`src/verilog/dppr_pkg.sv`:
```
// shared constants, types and decode functions for the repair link
package dppr_pkg;
  localparam int CLK_PS       = 5000;
  localparam int PS_PER_MS    = 1_000_000_000;
  localparam int T_PGM_X8_MS  = 1000;
  localparam int T_PGM_X16_MS = 2000;
  localparam int PGM_X8_CYC   = T_PGM_X8_MS * (PS_PER_MS / CLK_PS);
  localparam int PGM_X16_CYC  = T_PGM_X16_MS * (PS_PER_MS / CLK_PS);
  localparam int T_HEXIT_NS   = 15;
  localparam int HEXIT_CYC    = (T_HEXIT_NS * 1000 + CLK_PS - 1) / CLK_PS;
  localparam int T_SEXIT_NS   = 20;
  localparam int SEXIT_CYC    = (T_SEXIT_NS * 1000 + CLK_PS - 1) / CLK_PS;
  localparam int T_PGMPST_US  = 50;
  localparam int PGMPST_CYC   = (T_PGMPST_US * 1_000_000 + CLK_PS - 1)
                                / CLK_PS;
  localparam int BURST_CYC    = 4;
  localparam int HIGH_RUN_CYC = 2;
  localparam int NUM_BANKS    = 16;
  localparam int BANK_W       = 4;
  localparam int ROW_W        = 18;
  localparam int MR4_HARD_BIT = 13;
  localparam int MR4_SOFT_BIT = 5;
  localparam logic [2:0] MR_SEL_MR0 = 3'h0;
  localparam logic [2:0] MR_SEL_MR4 = 3'h4;
  localparam logic [11:0] KEY_1 = 12'hcff;
  localparam logic [11:0] KEY_2 = 12'h7ff;
  localparam logic [11:0] KEY_3 = 12'hbff;
  localparam logic [11:0] KEY_4 = 12'h3ff;

  typedef enum logic [2:0] {
    DPPR_NOP, DPPR_MRS, DPPR_ACT, DPPR_WR, DPPR_WRA, DPPR_PRE, DPPR_REF
  } dppr_cmd_t;

  typedef enum logic [2:0] {
    DPPR_RES_NONE, DPPR_RES_DONE, DPPR_RES_SKIP, DPPR_RES_UNDEF,
    DPPR_RES_IGNORED
  } dppr_res_t;

  // address bits 11:0 of the guard key with the given index
  function automatic logic [11:0] dppr_key(input logic [1:0] idx);
    logic [11:0] k;
    case (idx)
      2'h0:    k = KEY_1;
      2'h1:    k = KEY_2;
      2'h2:    k = KEY_3;
      default: k = KEY_4;
    endcase
    return k;
  endfunction

  // rows that differ only in bits 17..13, 1 and 0
  function automatic logic dppr_assoc(input logic [ROW_W-1:0] a,
                                      input logic [ROW_W-1:0] b);
    return a[12:2] == b[12:2];
  endfunction
endpackage

```
`src/verilog/dppr_if.sv`:
```
// command bus and write data between memory controller and dram
interface dppr_if #(parameter int DQ_W = 8);
  dppr_pkg::dppr_cmd_t                    cmd;
  logic [1:0]                             bg;
  logic [1:0]                             ba;
  logic [dppr_pkg::ROW_W-1:0]             addr;
  logic [2*DQ_W-1:0]                      dq;
  logic                                   dq_en;
  modport ctrl (output cmd, bg, ba, addr, dq, dq_en);
  modport dram (input cmd, bg, ba, addr, dq, dq_en);
endinterface

```
`src/verilog/dppr_dram.sv`:
```
// dram end: repair mode entry, repair qualification, repair storage
module dppr_dram #(
  parameter int DQ_W    = 8,
  parameter int WL_CYC  = 16,
  parameter int PGM_CYC = dppr_pkg::PGM_X8_CYC
) (
  input  wire logic                          CORE_CLK,
  input  wire logic                          RST,
  dppr_if.dram                               bus,
  input  wire logic [dppr_pkg::BANK_W-1:0]   LOOK_BANK,
  input  wire logic [dppr_pkg::ROW_W-1:0]    LOOK_ROW,
  output logic                               HARD_MODE,
  output logic                               SOFT_MODE,
  output logic                               REPAIR_BUSY,
  output logic [dppr_pkg::NUM_BANKS-1:0]     REF_MASK,
  output logic [dppr_pkg::NUM_BANKS-1:0]     HARD_USED,
  output logic [dppr_pkg::NUM_BANKS-1:0]     SOFT_VALID,
  output logic                               LOOK_HIT,
  output logic                               LOOK_LOST,
  output dppr_pkg::dppr_res_t                RESULT
);
  localparam int NB = dppr_pkg::NUM_BANKS;

  if (WL_CYC < 1 || PGM_CYC < 1 || DQ_W < 1)
  begin : g_check
    $error("dppr_dram: latency, programming count and width must be >= 1");
  end

  typedef enum logic [2:0] {
    S_IDLE, S_KEYS, S_ARMED, S_OPEN, S_WLAT, S_BURST, S_PROG, S_HOLD
  } dppr_dst_t;

  dppr_dst_t                   state;
  dppr_dst_t                   next_state;
  logic [31:0]                 cnt;
  logic [31:0]                 next_cnt;
  logic [1:0]                  idx;
  logic [1:0]                  next_idx;
  dppr_pkg::dppr_res_t         next_res;
  logic                        seed_valid;
  logic                        excl_valid;
  logic [dppr_pkg::BANK_W-1:0] seed_bank;
  logic [dppr_pkg::BANK_W-1:0] excl_bank;
  logic [dppr_pkg::ROW_W-1:0]  seed_row;
  logic                        low_all;
  logic                        high0;
  logic                        high1;
  logic [dppr_pkg::ROW_W-1:0]  hard_row [NB];
  logic [dppr_pkg::ROW_W-1:0]  soft_row [NB];

  // command decode
  wire logic       is_nop    = bus.cmd == dppr_pkg::DPPR_NOP;
  wire logic       is_act    = bus.cmd == dppr_pkg::DPPR_ACT;
  wire logic       is_ref    = bus.cmd == dppr_pkg::DPPR_REF;
  wire logic       is_wr     = bus.cmd == dppr_pkg::DPPR_WR
                               || bus.cmd == dppr_pkg::DPPR_WRA;
  wire logic       is_mrs    = bus.cmd == dppr_pkg::DPPR_MRS;
  wire logic [2:0] mr_sel    = {bus.bg[0], bus.ba};
  wire logic       mr4_wr    = is_mrs && mr_sel == dppr_pkg::MR_SEL_MR4;
  wire logic       key_ok    = is_mrs && mr_sel == dppr_pkg::MR_SEL_MR0
                               && !bus.bg[1]
                               && bus.addr[11:0] == dppr_pkg::dppr_key(idx);
  wire logic       new_hard  = bus.addr[dppr_pkg::MR4_HARD_BIT];
  wire logic       new_soft  = bus.addr[dppr_pkg::MR4_SOFT_BIT];
  wire logic [dppr_pkg::BANK_W-1:0] cmd_bank = {bus.bg, bus.ba};

  // repair qualification
  wire logic beat_low    = ~|bus.dq;
  wire logic beat_high   = &bus.dq;
  wire logic fin_low     = low_all && beat_low;
  wire logic no_res      = HARD_USED[seed_bank];
  wire logic last_beat   = state == S_BURST
                           && idx == 2'(dppr_pkg::BURST_CYC - 1);
  wire logic good        = last_beat && fin_low && !no_res;
  wire logic commit_soft = good && SOFT_MODE;
  wire logic start_hard  = good && HARD_MODE;
  wire logic commit_hard = state == S_PROG && cnt == 32'h0000_0000;

  wire logic [NB-1:0] excl_mask = excl_valid ? NB'(1) << excl_bank
                                             : '0;
  wire logic look_hit  = (HARD_USED[LOOK_BANK]
                          && hard_row[LOOK_BANK] == LOOK_ROW)
                         || (SOFT_VALID[LOOK_BANK]
                          && soft_row[LOOK_BANK] == LOOK_ROW);
  wire logic look_lost = SOFT_MODE && seed_valid
                         && LOOK_BANK[3:1] == seed_bank[3:1]
                         && dppr_pkg::dppr_assoc(LOOK_ROW, seed_row);

  always_comb
  begin
    next_state = state;
    next_cnt   = cnt;
    next_idx   = idx;
    next_res   = RESULT;
    if (mr4_wr)
    begin
      // both bits at once arms neither mode
      next_idx   = 2'h0;
      next_state = (new_hard ^ new_soft) ? S_KEYS : S_IDLE;
    end
    else
      case (state)
        S_KEYS:
          if (key_ok)
          begin
            next_idx = idx + 2'h1;
            if (idx == 2'h3)
              next_state = S_ARMED;
          end
          else if (!is_nop)
            next_state = S_IDLE;
        S_ARMED:
          if (is_act)
            next_state = S_OPEN;
        S_OPEN:
          if (is_wr && cmd_bank == seed_bank)
          begin
            next_state = S_WLAT;
            next_cnt   = 32'(WL_CYC - 1);
          end
        S_WLAT:
          if (cnt != 32'h0000_0000)
            next_cnt = cnt - 32'h0000_0001;
          else
          begin
            next_state = S_BURST;
            next_idx   = 2'h1;
          end
        S_BURST:
        begin
          next_idx = idx + 2'h1;
          if (last_beat)
          begin
            next_state = start_hard ? S_PROG : S_HOLD;
            next_cnt   = 32'(PGM_CYC - 1);
            if (fin_low && no_res)
              next_res = dppr_pkg::DPPR_RES_IGNORED;
            else if (fin_low && SOFT_MODE)
              next_res = dppr_pkg::DPPR_RES_DONE;
            else if (!fin_low && high0 && high1)
              next_res = dppr_pkg::DPPR_RES_SKIP;
            else if (!fin_low)
              next_res = dppr_pkg::DPPR_RES_UNDEF;
          end
        end
        S_PROG:
          if (cnt != 32'h0000_0000)
            next_cnt = cnt - 32'h0000_0001;
          else
          begin
            next_state = S_HOLD;
            next_res   = dppr_pkg::DPPR_RES_DONE;
          end
        default: ;
      endcase
  end

  always_ff @(posedge CORE_CLK)
  begin
    if (RST)
    begin
      state  <= S_IDLE;
      cnt    <= 32'h0000_0000;
      idx    <= 2'h0;
      RESULT <= dppr_pkg::DPPR_RES_NONE;
    end
    else
    begin
      state  <= next_state;
      cnt    <= next_cnt;
      idx    <= next_idx;
      RESULT <= next_res;
    end
  end

  // mode bits, seed capture, burst history
  always_ff @(posedge CORE_CLK)
  begin
    if (RST)
    begin
      HARD_MODE  <= 1'b0;
      SOFT_MODE  <= 1'b0;
      seed_valid <= 1'b0;
      excl_valid <= 1'b0;
      seed_bank  <= '0;
      excl_bank  <= '0;
      seed_row   <= '0;
      low_all    <= 1'b0;
      high0      <= 1'b0;
      high1      <= 1'b0;
    end
    else
    begin
      if (mr4_wr)
      begin
        HARD_MODE  <= new_hard && !new_soft;
        SOFT_MODE  <= new_soft && !new_hard;
        seed_valid <= 1'b0;
        excl_valid <= 1'b0;
      end
      if (state == S_ARMED && is_act)
      begin
        seed_bank  <= cmd_bank;
        seed_row   <= bus.addr;
        seed_valid <= 1'b1;
      end
      if (start_hard)
      begin
        excl_valid <= 1'b1;
        excl_bank  <= seed_bank;
      end
      if (state == S_WLAT && cnt == 32'h0000_0000)
      begin
        low_all <= beat_low;
        high0   <= beat_high;
      end
      if (state == S_BURST)
      begin
        low_all <= fin_low;
        if (idx == 2'(dppr_pkg::HIGH_RUN_CYC - 1))
          high1 <= beat_high;
      end
    end
  end

  // repair resources; reset drops both hard and soft repairs
  always_ff @(posedge CORE_CLK)
  begin
    if (RST)
    begin
      HARD_USED  <= '0;
      SOFT_VALID <= '0;
    end
    else if (commit_soft)
      SOFT_VALID[seed_bank] <= 1'b1;
    else if (commit_hard)
    begin
      HARD_USED[seed_bank]  <= 1'b1;
      SOFT_VALID[seed_bank] <= 1'b0;
    end
  end

  always_ff @(posedge CORE_CLK)
  begin
    if (commit_soft)
      soft_row[seed_bank] <= seed_row;
    if (commit_hard)
      hard_row[seed_bank] <= seed_row;
  end

  always_ff @(posedge CORE_CLK)
  begin
    if (RST)
    begin
      REF_MASK    <= '0;
      LOOK_HIT    <= 1'b0;
      LOOK_LOST   <= 1'b0;
      REPAIR_BUSY <= 1'b0;
    end
    else
    begin
      if (is_ref)
        REF_MASK <= ~excl_mask;
      LOOK_HIT    <= look_hit;
      LOOK_LOST   <= look_lost;
      REPAIR_BUSY <= next_state == S_PROG;
    end
  end
endmodule

```
`src/flat_wrapper.sv`:
```
// flat-port wrapper written by rule: the top's interface ports become plain ports
module dppr_dram_flat 
#(
  parameter int DQ_W    = 8,
  parameter int WL_CYC  = 16,
  parameter int PGM_CYC = dppr_pkg::PGM_X8_CYC
)
  (CORE_CLK, RST, LOOK_BANK, LOOK_ROW, HARD_MODE, SOFT_MODE, REPAIR_BUSY, REF_MASK, HARD_USED, SOFT_VALID, LOOK_HIT, LOOK_LOST, RESULT, bus_cmd, bus_bg, bus_ba, bus_addr, bus_dq, bus_dq_en);
  dppr_if #(.DQ_W(DQ_W)) bus_i ();
  input  wire logic CORE_CLK;
  input  wire logic RST;
  input  wire logic [dppr_pkg::BANK_W-1:0] LOOK_BANK;
  input  wire logic [dppr_pkg::ROW_W-1:0] LOOK_ROW;
  output logic HARD_MODE;
  output logic SOFT_MODE;
  output logic REPAIR_BUSY;
  output logic [dppr_pkg::NUM_BANKS-1:0] REF_MASK;
  output logic [dppr_pkg::NUM_BANKS-1:0] HARD_USED;
  output logic [dppr_pkg::NUM_BANKS-1:0] SOFT_VALID;
  output logic LOOK_HIT;
  output logic LOOK_LOST;
  output dppr_pkg::dppr_res_t RESULT;
  input wire logic [$bits(bus_i.cmd)-1:0] bus_cmd;
  input wire logic [$bits(bus_i.bg)-1:0] bus_bg;
  input wire logic [$bits(bus_i.ba)-1:0] bus_ba;
  input wire logic [$bits(bus_i.addr)-1:0] bus_addr;
  input wire logic [$bits(bus_i.dq)-1:0] bus_dq;
  input wire logic [$bits(bus_i.dq_en)-1:0] bus_dq_en;
  assign bus_i.cmd = bus_cmd;
  assign bus_i.bg = bus_bg;
  assign bus_i.ba = bus_ba;
  assign bus_i.addr = bus_addr;
  assign bus_i.dq = bus_dq;
  assign bus_i.dq_en = bus_dq_en;
  dppr_dram #(.DQ_W(DQ_W), .WL_CYC(WL_CYC), .PGM_CYC(PGM_CYC)) u_core (.CORE_CLK(CORE_CLK), .RST(RST), .bus(bus_i), .LOOK_BANK(LOOK_BANK), .LOOK_ROW(LOOK_ROW), .HARD_MODE(HARD_MODE), .SOFT_MODE(SOFT_MODE), .REPAIR_BUSY(REPAIR_BUSY), .REF_MASK(REF_MASK), .HARD_USED(HARD_USED), .SOFT_VALID(SOFT_VALID), .LOOK_HIT(LOOK_HIT), .LOOK_LOST(LOOK_LOST), .RESULT(RESULT));
endmodule
```
`config.mk`:
```
export PLATFORM = sky130hd
export DESIGN_NAME = dppr_dram_flat
export DESIGN_NICKNAME = d
export VERILOG_FILES = /design/src/verilog/dppr_pkg.sv /design/src/verilog/dppr_if.sv /design/src/verilog/dppr_dram.sv /design/src/flat_wrapper.sv
export SDC_FILE = /design/constraint.sdc
export NUM_CORES = 1
export LEC_CHECK = 0
export ABC_AREA = 1
export BUFFER_PORTS_ARGS = -buffer_cell sky130_fd_sc_hd__buf_2
export CAP_MARGIN = 10
export CORE_MARGIN = 5
export CORE_UTILIZATION = 60
export DETAILED_ROUTE_END_ITERATION = 7
export PLACE_DENSITY = 0.78
export SYNTH_ARGS = -nofsm -noshare
export SYNTH_HDL_FRONTEND = slang
export SYNTH_SLANG_ARGS = --single-unit
```
`constraint.sdc`:
```
create_clock -name CORE_CLK -period 6.5 [get_ports CORE_CLK]
set_input_delay 1.3 -clock CORE_CLK [delete_from_list [all_inputs] [get_ports CORE_CLK]]
set_output_delay 1.3 -clock CORE_CLK [all_outputs]
set_load 0.01 [all_outputs]
```
==> results by stage, run 1 <==
STA:
- The number of pins with negative max-slew slack in the final report is 0.
- Measured against its own limit, the worst slew margin works out to 0.160.
- Dividing the final minimum period by the clock period gives 0.589.
- Subtracting the final worst setup slack from the clock period gives around 3800 ps.
- Derived from the worst setup path, the maximum achievable clock frequency is about 260 MHz.
- The number of failing hold endpoints at the final stage is 0.
- On the final layout, the worst clock skew is around 22 ps.
- Setup repair after global routing left no endpoint under its margin.
- The worst setup slack after layout is roughly 2700 ps.
- For the pin with the worst max-slew slack, the measured transition is 1260 ps.
- After routing, the total negative slack on setup checks comes to 0 ps.
- The final count of negative-setup-slack endpoints is 0.

Synthesis:
- The post-synthesis instance area is a little over 0.03 mm2.
- The register bit count reported by yosys is 700.
- The net count after synthesis is roughly 3,200.
- After synthesis, the share of flip-flops with an asynchronous set or reset is 0.
- The sequential area share after synthesis is 0.645.
- For this run, the number of Yosys warnings is 0.
- In this run, synthesis inferred between 500 and 600 flip-flops with an integrated enable.
- The synthesized netlist contains 49 unique library cells.
- The leading register cell type out of synthesis is edfxtp_1.
- A synthesized cell averages approximately 9.7 um2.
- The synthesized netlist cell count is 3,151.

Final layout:
- The non-filler instance count after layout is 3,966.
- Once layout is complete, the utilization of the core stands at 0.681.
- From synthesis to final layout, the design area changed by 11.9%.
- In the final design database the tool counted 3,308 nets.
- The ratio of cells with drive above 1 in the final layout is 0.103.
- The register cell area after layout is ~0.02 mm2.
- The layout has approximately 3,600 filler cells.
- The multi-input gate area in the final layout is 0.00906 mm2.

CTS:
- The CTS sink count is 700.
- The TritonCTS clock tree is built.
- The buffer levels on the longest clock path is 3.
- The cell sitting at the root of the clock tree is a clkbuf_16.
- The total CTS buffers is 70.
- In this run, post-CTS hold repair placed 0 buffers.
- The later pin in the worst-skew pair is clocked with a latency of 610 ps.
- Once the clock tree was built, the setup fixing pass inserted 0 buffers.
- Clock-pin slew was measured on the worst setup and hold paths at ~60 ps.
- Once the clock tree was built, the resizer swapped 0 gates to a different size.
- CTS built an H-tree with a depth of 3.

Die:
- The core region is 0.0504 mm2.
- The die covers between 0.05 and 0.06 mm2.
- The initial utilization of the core area, before any placement, comes to 0.609.
- Measured along the x axis, the die boundary spans approximately 240 um.
- The initialized floorplan defines 82 standard-cell rows.
- The vertical extent of the die is between 200 and 250 um.
- The number of top-level design ports is between 100 and 150.

Detailed routing:
- After detailed routing, the number of vias per cell comes to 5.94.
- The number of detailed-routing iterations run before antenna repair is 8.
- The total number of vias is 23,600.
- In the final routed layout, each cell accounts on average for roughly 21 um.
- For this block, the routed nets add up to between 80 and 90 mm of wire.
- In the routed design, unresolved DRC markers number 1.
- The detailed router finished its first iteration with around 3,000 violations.
- The remaining antenna violation count after routing is 0.

Worst setup path:
- The setup path with the least slack is of type in2reg.
- The critical path contains buffers and inverters numbering 2 combined.
- STA classifies the critical path endpoint as a register.
- The category of the worst setup path launch point is a primary input.
- The signal on the critical path passes through buf_8 -> buf_12 -> nor2_1 -> nor2_1 -> o21ai_0 -> nand3_1 -> nand3_1 -> nand3_1 -> nand2_1 -> nor2_1 -> nand2_1 -> nor2_1 -> nand3_1 -> a21oi_1.
- Along the worst path, the maximum fanout reaches approximately 230.
- The data required time of the critical path is approximately 7000 ps.
- STA puts the critical path data arrival time at 4350 ps.
- The delay of the slowest cell on the worst path is ~770 ps.
- The dominant delay contributor by cell family on the critical path is buffers and inverters.
- For this design, the slowest cell found on the critical path is buf_12.

Global route:
- The pin count of the biggest net entering global routing is 226.
- In the global route stage, overall resource usage came out at 0.290.
- For this run the aggregate overflow at the end of global routing stands at 0.
- The wire length of the first global-routing pass is around 130 mm.
- The number of antenna violations at the first check in global routing came to 1.
- The number of global-route vias before repair is 22,700.

Power:
- The maximum resistive drop on vdd is around 0.18 mV.
- The static leakage is ~14 nW.
- For this design the ratio of total power to cell area is ~270 mW/mm2.

Hold path:
- In this run the worst hold path is classified as reg2reg.

Job:
- The tool flagged a number of max-cap violations equal to 0.

Placed design:
- The placed wire-length estimate after detailed placement is around 49 mm.
- The congestion estimate from routability-driven global placement came to 0.959.
- The number of port buffers is between 100 and 150.
- The setup slack after placement is around 2200 ps.
- The total instance count after detailed placement is around 3,800.

Outcome:
- The run finished, with violations left.
- The final reports fail on design-rule violations.
==> where the power goes <==
part	internal, W	switching, W	total, W
combinational	0.000135	0.000334	0.000468
clock	0.00246	0.00168	0.00414
sequential	0.00479	0.00000297	0.00479
total	0.00738	0.00202	0.00940
==> synthesized netlist by cell type, types with 10 or more instances <==
master	number	area share
buf_1	17	0.0021
nor3_1	25	0.0041
nor2_1	330	0.040
dfxtp_1	124	0.081
inv_1	313	0.038
a21oi_1	120	0.020
o22ai_1	10	0.0020
o21ai_0	193	0.031
edfxtp_1	576	0.56
xor2_1	11	0.0031
nor2_4	13	0.0048
nand2_1	785	0.096
o211ai_1	46	0.011
nand4_1	20	0.0041
nand3_1	339	0.055
buf_2	77	0.013
clkbuf_1	59	0.0072
==> through the flow <==
step / hold WS (ps) / power (W) / cell area [um2]
3_5_place_dp: 450 / 0.00534 / 31900
2_1_floorplan: 430 / 0.00519 / 30700
5_1_grt: 476 / 0.00967 / 34300
3_3_place_gp: 440 / 0.00533 / 31900
4_1_cts: 459 / 0.00941 / 34200
6_report: 461 / 0.00940 / 34300
==> area by class of cell <==
type	instances	area share
tap	672	0.0245
inverter	322	0.0356
clock buffer	101	0.0590
multi-input combinational	1974	0.264
clock inverter	29	0.00992
sequential	700	0.576
timing repair buffer	166	0.0305
antenna	2	0.000146
==> state kept, by name, summed over array words and instances, names as in the netlist, 2 cells and up, named ones only <==
signal / cells
u_core.hard_row: 288
u_core.soft_row: 288
u_core.cnt: 32
u_core.seed_row: 18
u_core.HARD_USED: 16
u_core.REF_MASK: 16
u_core.excl_bank: 4
u_core.seed_bank: 4
u_core.RESULT: 3
u_core.state: 3
u_core.idx: 2
==> per-layer routing <==
metal	global-route usage	up-vias	wire length, um	part of all wire
li1	-	10800	-	-
met1	0.393	11100	31300	0.37
met2	0.470	1432	39600	0.47
met3	0.0533	231	9190	0.11
met4	0.116	0	3340	0.040
met5	0	-	0	0
==> tightest hold or removal path, cell delays in order (launching register included) <==
cell     delay [ps]
dfxtp_1         290
inv_1            60
a21oi_1          60
==> final timing paths <==
| check | from | end | slack, ps | depth (start not counted) |
|---|---|---|---|---|
| worst max-delay path | LOOK_BANK[0] | u_core.LOOK_HIT | 2670 | 14 |
| worst min register to register | u_core.low_all | u_core.low_all | 460 | 2 |
| worst max register to register | u_core.seed_bank[1] | u_core.soft_row[5][12] | 2970 | 8 |
| worst min-delay path | u_core.low_all | u_core.low_all | 460 | 2 |
==> placed cells by master, fill, tap and decap left out, drive strengths merged, types with 6 or more instances in the layout <==
cell type and instances:
edfxtp 576, inv 326, nor4 6, or2 9
bufinv 7, nor2 351, clkinv 14, nand2 790
nand3 342, nor3 26, xor2 11, a21oi 122
dfxtp 124, o21ai 198, clkbuf 101, xnor2 7
ha 8, nand4 20, o22ai 10, o211ai 46
buf 166
==> logic make-up after synthesis <==
group,synth area share
AND/OR/NAND/NOR,0.213
adder cells (fa/ha/maj),0.00326
buffers and inverters,0.0619
XOR/XNOR,0.00514
flip-flops,0.645
AO/OA/AOI/OAI,0.0716
(Power assumes the default switching activity.)
==> run 2, diff against run 1 <==
- ABC_AREA: 1 -> 0
- CORE_UTILIZATION: 60 -> 56
- PLACE_DENSITY: 0.78 -> 0.76
- clock period: 6.5 -> 3.5 ns (I/O delays scaled with it)
==> run 2 against run 1 <==
  * The flow now finishes without violations
  * Critical endpoint is now u_core.soft_row[2][7]
  * Core utilization is 2.0 points lower
  * First-iteration DRC count is 11% lower
  * Clock power is 82% higher
  * Critical path depth is 6 lower
  * Largest cell class unchanged
  * Via count is 18% lower
  * Flip-flop and latch count stayed put
  * Sequential power is 86% higher
  * Die area is 2.4% higher
  * Register-to-register slack worse by 2700 ps
  * Sequential share of layout area is 0.30 points higher
==> results by stage, run 2 <==
Outcome:
- The run finished with clean final reports.

Synthesis:
- The post-synthesis instance area is slightly below 0.03 mm2.
- The area share of the largest cell type after synthesis is 0.589.
- The mean instance size in the synthesized netlist is around 15 um2.
- The cell type with the largest total area after synthesis is edfxtp_1.
- In the synthesized netlist, the cells that appear most often are 576 x edfxtp_1, 140 x nand2_1, 128 x nor2_1.
- The leading register cell type out of synthesis is edfxtp_1.
- Of the synthesized area, sequential elements account for 0.674.
- The register bit count reported by yosys is 700.
- By area the synthesized netlist is led by edfxtp_1 59%, dfxtp_1 8.5%, mux4_2 7.9%, mux2i_1 4.2%, nand2_1 1.8%.
- The net count after synthesis is a little over 2,000.
- The count of flip-flops with a built-in enable after synthesis is roughly 580.
- Synthesis instantiated 76 different standard cells from the library.
- The count of warnings emitted by yosys is 0.
- Counting flops with an async set or reset pin after synthesis yields a share of 0.
- The cell with the most instances after synthesis is edfxtp_1.
- The synthesized netlist cell count is about 2,000.

STA:
- For this run, the top clock speed supported by timing is just over 300 MHz.
- The number of pins with negative max-slew slack in the final report is 0.
- Headroom to the max-slew limit came out at 0.367.
- The number of failing hold endpoints at the final stage is 0.
- Setup repair after global routing left no endpoint under its margin.
- For the final routed database, the setup TNS stands at 0 ps.
- Dividing the final minimum period by the clock period gives 0.924.
- The pin slew with the least headroom to its limit is between 900 and 1000 ps.
- Setup violations remaining at the end of the flow were counted as 0.
- After layout, the minimum clock period comes to 3230 ps.
- The worst setup skew after layout is approximately 21 ps.

CTS:
- The buffer levels on the longest clock path is 3.
- TritonCTS built the clock tree.
- The CTS sink count is 700.
- The number of gates resized after CTS was 0.
- The buffer cell driving the clock tree root is clkbuf_16.
- The clock latency reported for the late side of the worst-skew pair is around 600 ps.
- The number of buffers inserted by post-CTS setup repair is 0.
- CTS built an H-tree with a depth of 3.
- The clock-pin slew of the registers on the worst-case setup and hold paths is 60 ps.
- For this design, the CTS-stage hold fixing added 0 buffers.
- The total CTS buffers is 70.

Power:
- Summed over all nets, the switching power comes to between 0.003 and 0.004 W.
- The internal power contribution is roughly 0.014 W.
- The logic gate share of total power is 0.039.
- The total chip power is about 0.017 W.
- The power share of the clock group is 0.441.
- Dividing total power by cell area gives a power density of around 500 mW/mm2.
- The share of power burned in registers is 0.520.
- The static leakage is between 10 and 15 nW.
- The switching part of the total power is 0.209.
- The maximum resistive drop on vdd is 0.338 mV.

Placed design:
- The number of port buffers is 120.
- The wire-length estimate of the detail-placed layout is about 52 mm.
- The placed instance area is 0.0317 mm2.
- Routability-driven placement finished with a final weighted congestion of a little under 1.

Final layout:
- The ratio of cells with drive above 1 in the final layout is 0.230.
- The post-route cell area is roughly 0.034 mm2.
- The count of fill cells added during filler insertion is around 3,500.
- In the final layout, flip-flops and latches occupy between 0.015 and 0.02 mm2.
- Summing all multi-input logic gate instances after layout gives 0.00893 mm2.
- The relative area change from synthesis to final layout is 16.3%.
- The library cells used most frequently in the layout, excluding fill and tap cells, are 576 x edfxtp_1, 140 x nand2_1, 124 x dfxtp_1.
- The final layout net count is approximately 2,300.
- Leaving out fill and tap cells, the most frequent cell in the layout is edfxtp_1.
- In the final layout, the registers with the most flip-flops are u_core.hard_row (288), u_core.soft_row (288), u_core.cnt (32).

Job:
- The tool flagged a number of max-cap violations equal to 0.

Global route:
- The number of global-route vias before repair was 19,000.
- The wire length of the first global-routing pass is between 100 and 150 mm.
- The number of antenna violations at the first check in global routing is 5.
- Entering global routing, the biggest net connects 71 pins.
- Global routing finished with a remaining overflow of 0.
- In the global route stage, overall resource usage came out at 0.283.

Worst setup path:
- The classification of the worst setup path is reg2reg.
- The data arrival time of the critical path is ~3500 ps.
- The endpoint identified for the worst register-to-register timing path is u_core.soft_row[2][7].
- Across all register-to-register paths, the minimum setup slack is about 270 ps.
- The worst reg2reg path startpoint is u_core.seed_bank[0].
- STA classifies the critical path endpoint as a register.
- The worst setup path is launched from a register.
- The cell with the largest stage delay on the worst path is mux4_2.
- The delay of the slowest cell on the worst path is just under 600 ps.
- The data required time of the critical path is 3790 ps.
- The signal on the critical path passes through mux4_2 -> mux4_2 -> nor4_4 -> nand2_1 -> nor3_2 -> nand2_1 -> inv_1 -> buf_12.
- Of all nets on the critical path, the largest fanout is 18.
- The worst reg2reg path depth is 8.

Die:
- The horizontal extent of the die is approximately 240 um.
- The number of top-level design ports is about 120.
- The vertical extent of the die is about 240 um.
- In this run the standard cell core region covers 0.0516 mm2.
- The die covers 0.0571 mm2.
- The standard-cell row count is 83.
- For this configuration, the core starts out at a cell density of 0.569.

Detailed routing:
- The count of nets left with antenna violations once routing finished came out at 0.
- The total number of vias is between 15,000 and 20,000.
- After detailed routing, the average wire length per cell comes to 27.9 um.
- The first detailed-routing pass ran for 6 iterations.
- For this block, the routed nets add up to just over 80 mm of wire.
- In this run, the number of DRC markers left after iteration 0 of detailed routing was around 2,700.
- After detailed routing, the number of vias per cell comes to ~6.6.
- In the routed design, unresolved DRC markers number 0.

Hold path:
- The min-delay analysis places its worst path in the category in2reg.
- The worst hold path begins at bus_addr[17].
- The path with the worst hold slack has its endpoint at u_core.seed_row[17].
- The number of cells on the worst hold path is 3.
-- run 2: layout make-up --
class                   instances  area share
diodes                          3    0.000220
clock buffers                  97      0.0585
clock inverters                33     0.00931
inverters                      44     0.00484
multi-input cells            1117       0.261
flip-flops and latches        700       0.579
well taps                     680      0.0249
repair buffers                253      0.0613
-- run 2: kinds of logic (layout without fill, tap and decap cells) --
kind of cell,after synthesis,after routing,synth area share
flip-flops,700,700,0.674
adder cells (fa/ha/maj),8,8,0.00341
AO/OA/AOI/OAI,311,311,0.0696
buffers and inverters,155,427,0.0235
XOR/XNOR,67,67,0.0200
AND/OR/NAND/NOR,496,496,0.0849
other,0,3,0
multiplexers,235,235,0.125
-- run 2: worst max-delay path: cells and delay by family, from the launching register on --
| family | cells | cell delay, ps |
|---|---|---|
| multiplexers | 2 | 1140 |
| AND/OR/NAND/NOR | 4 | 900 |
| flip-flops | 1 | 520 |
| buffers and inverters | 2 | 340 |
-- run 2: worst max path at each step --
stage                        start                     end  slack, ps  depth (start not counted)
4_1_cts        u_core.seed_bank[0]   u_core.soft_row[2][7]        270                          8
5_1_grt        u_core.seed_bank[0]   u_core.soft_row[1][0]        100                          8
2_1_floorplan       u_core.cnt[24]  u_core.hard_row[14][0]        330                          5
3_3_place_gp          LOOK_BANK[0]         u_core.LOOK_HIT        110                          8
6_report       u_core.seed_bank[0]   u_core.soft_row[2][7]        270                          8
3_5_place_dp          LOOK_BANK[1]         u_core.LOOK_HIT        100                         10
-- run 2: through the flow --
step / setup slack [ps] / std cells / hold WS (ps) / utilization
2_1_floorplan: 326 / 1972 / 432 / -
3_3_place_gp: 114 / 2791 / 442 / 0.615
3_5_place_dp: 97.4 / 2791 / 449 / 0.615
4_1_cts: 269 / 2921 / 329 / 0.660
5_1_grt: 102 / 2925 / 339 / 0.661
6_report: 266 / 2927 / 338 / 0.661
-- run 2: power by group through the flow --
stage | combinational, W | sequential (W) | clock, W
finish | 0.000670 | 0.00890 | 0.00754
global route | 0.000697 | 0.00889 | 0.00796
CTS | 0.000656 | 0.00890 | 0.00759
detailed placement | 0.000652 | 0.00907 | 0
global placement | 0.000643 | 0.00907 | 0
floorplan | 0.000377 | 0.00908 | 0
-- run 2: metal layers --
metal	GRT usage	wire length (um)
met5	0	13
met4	0.108	3030
met3	0.0633	10100
met2	0.441	37900
met1	0.395	30500
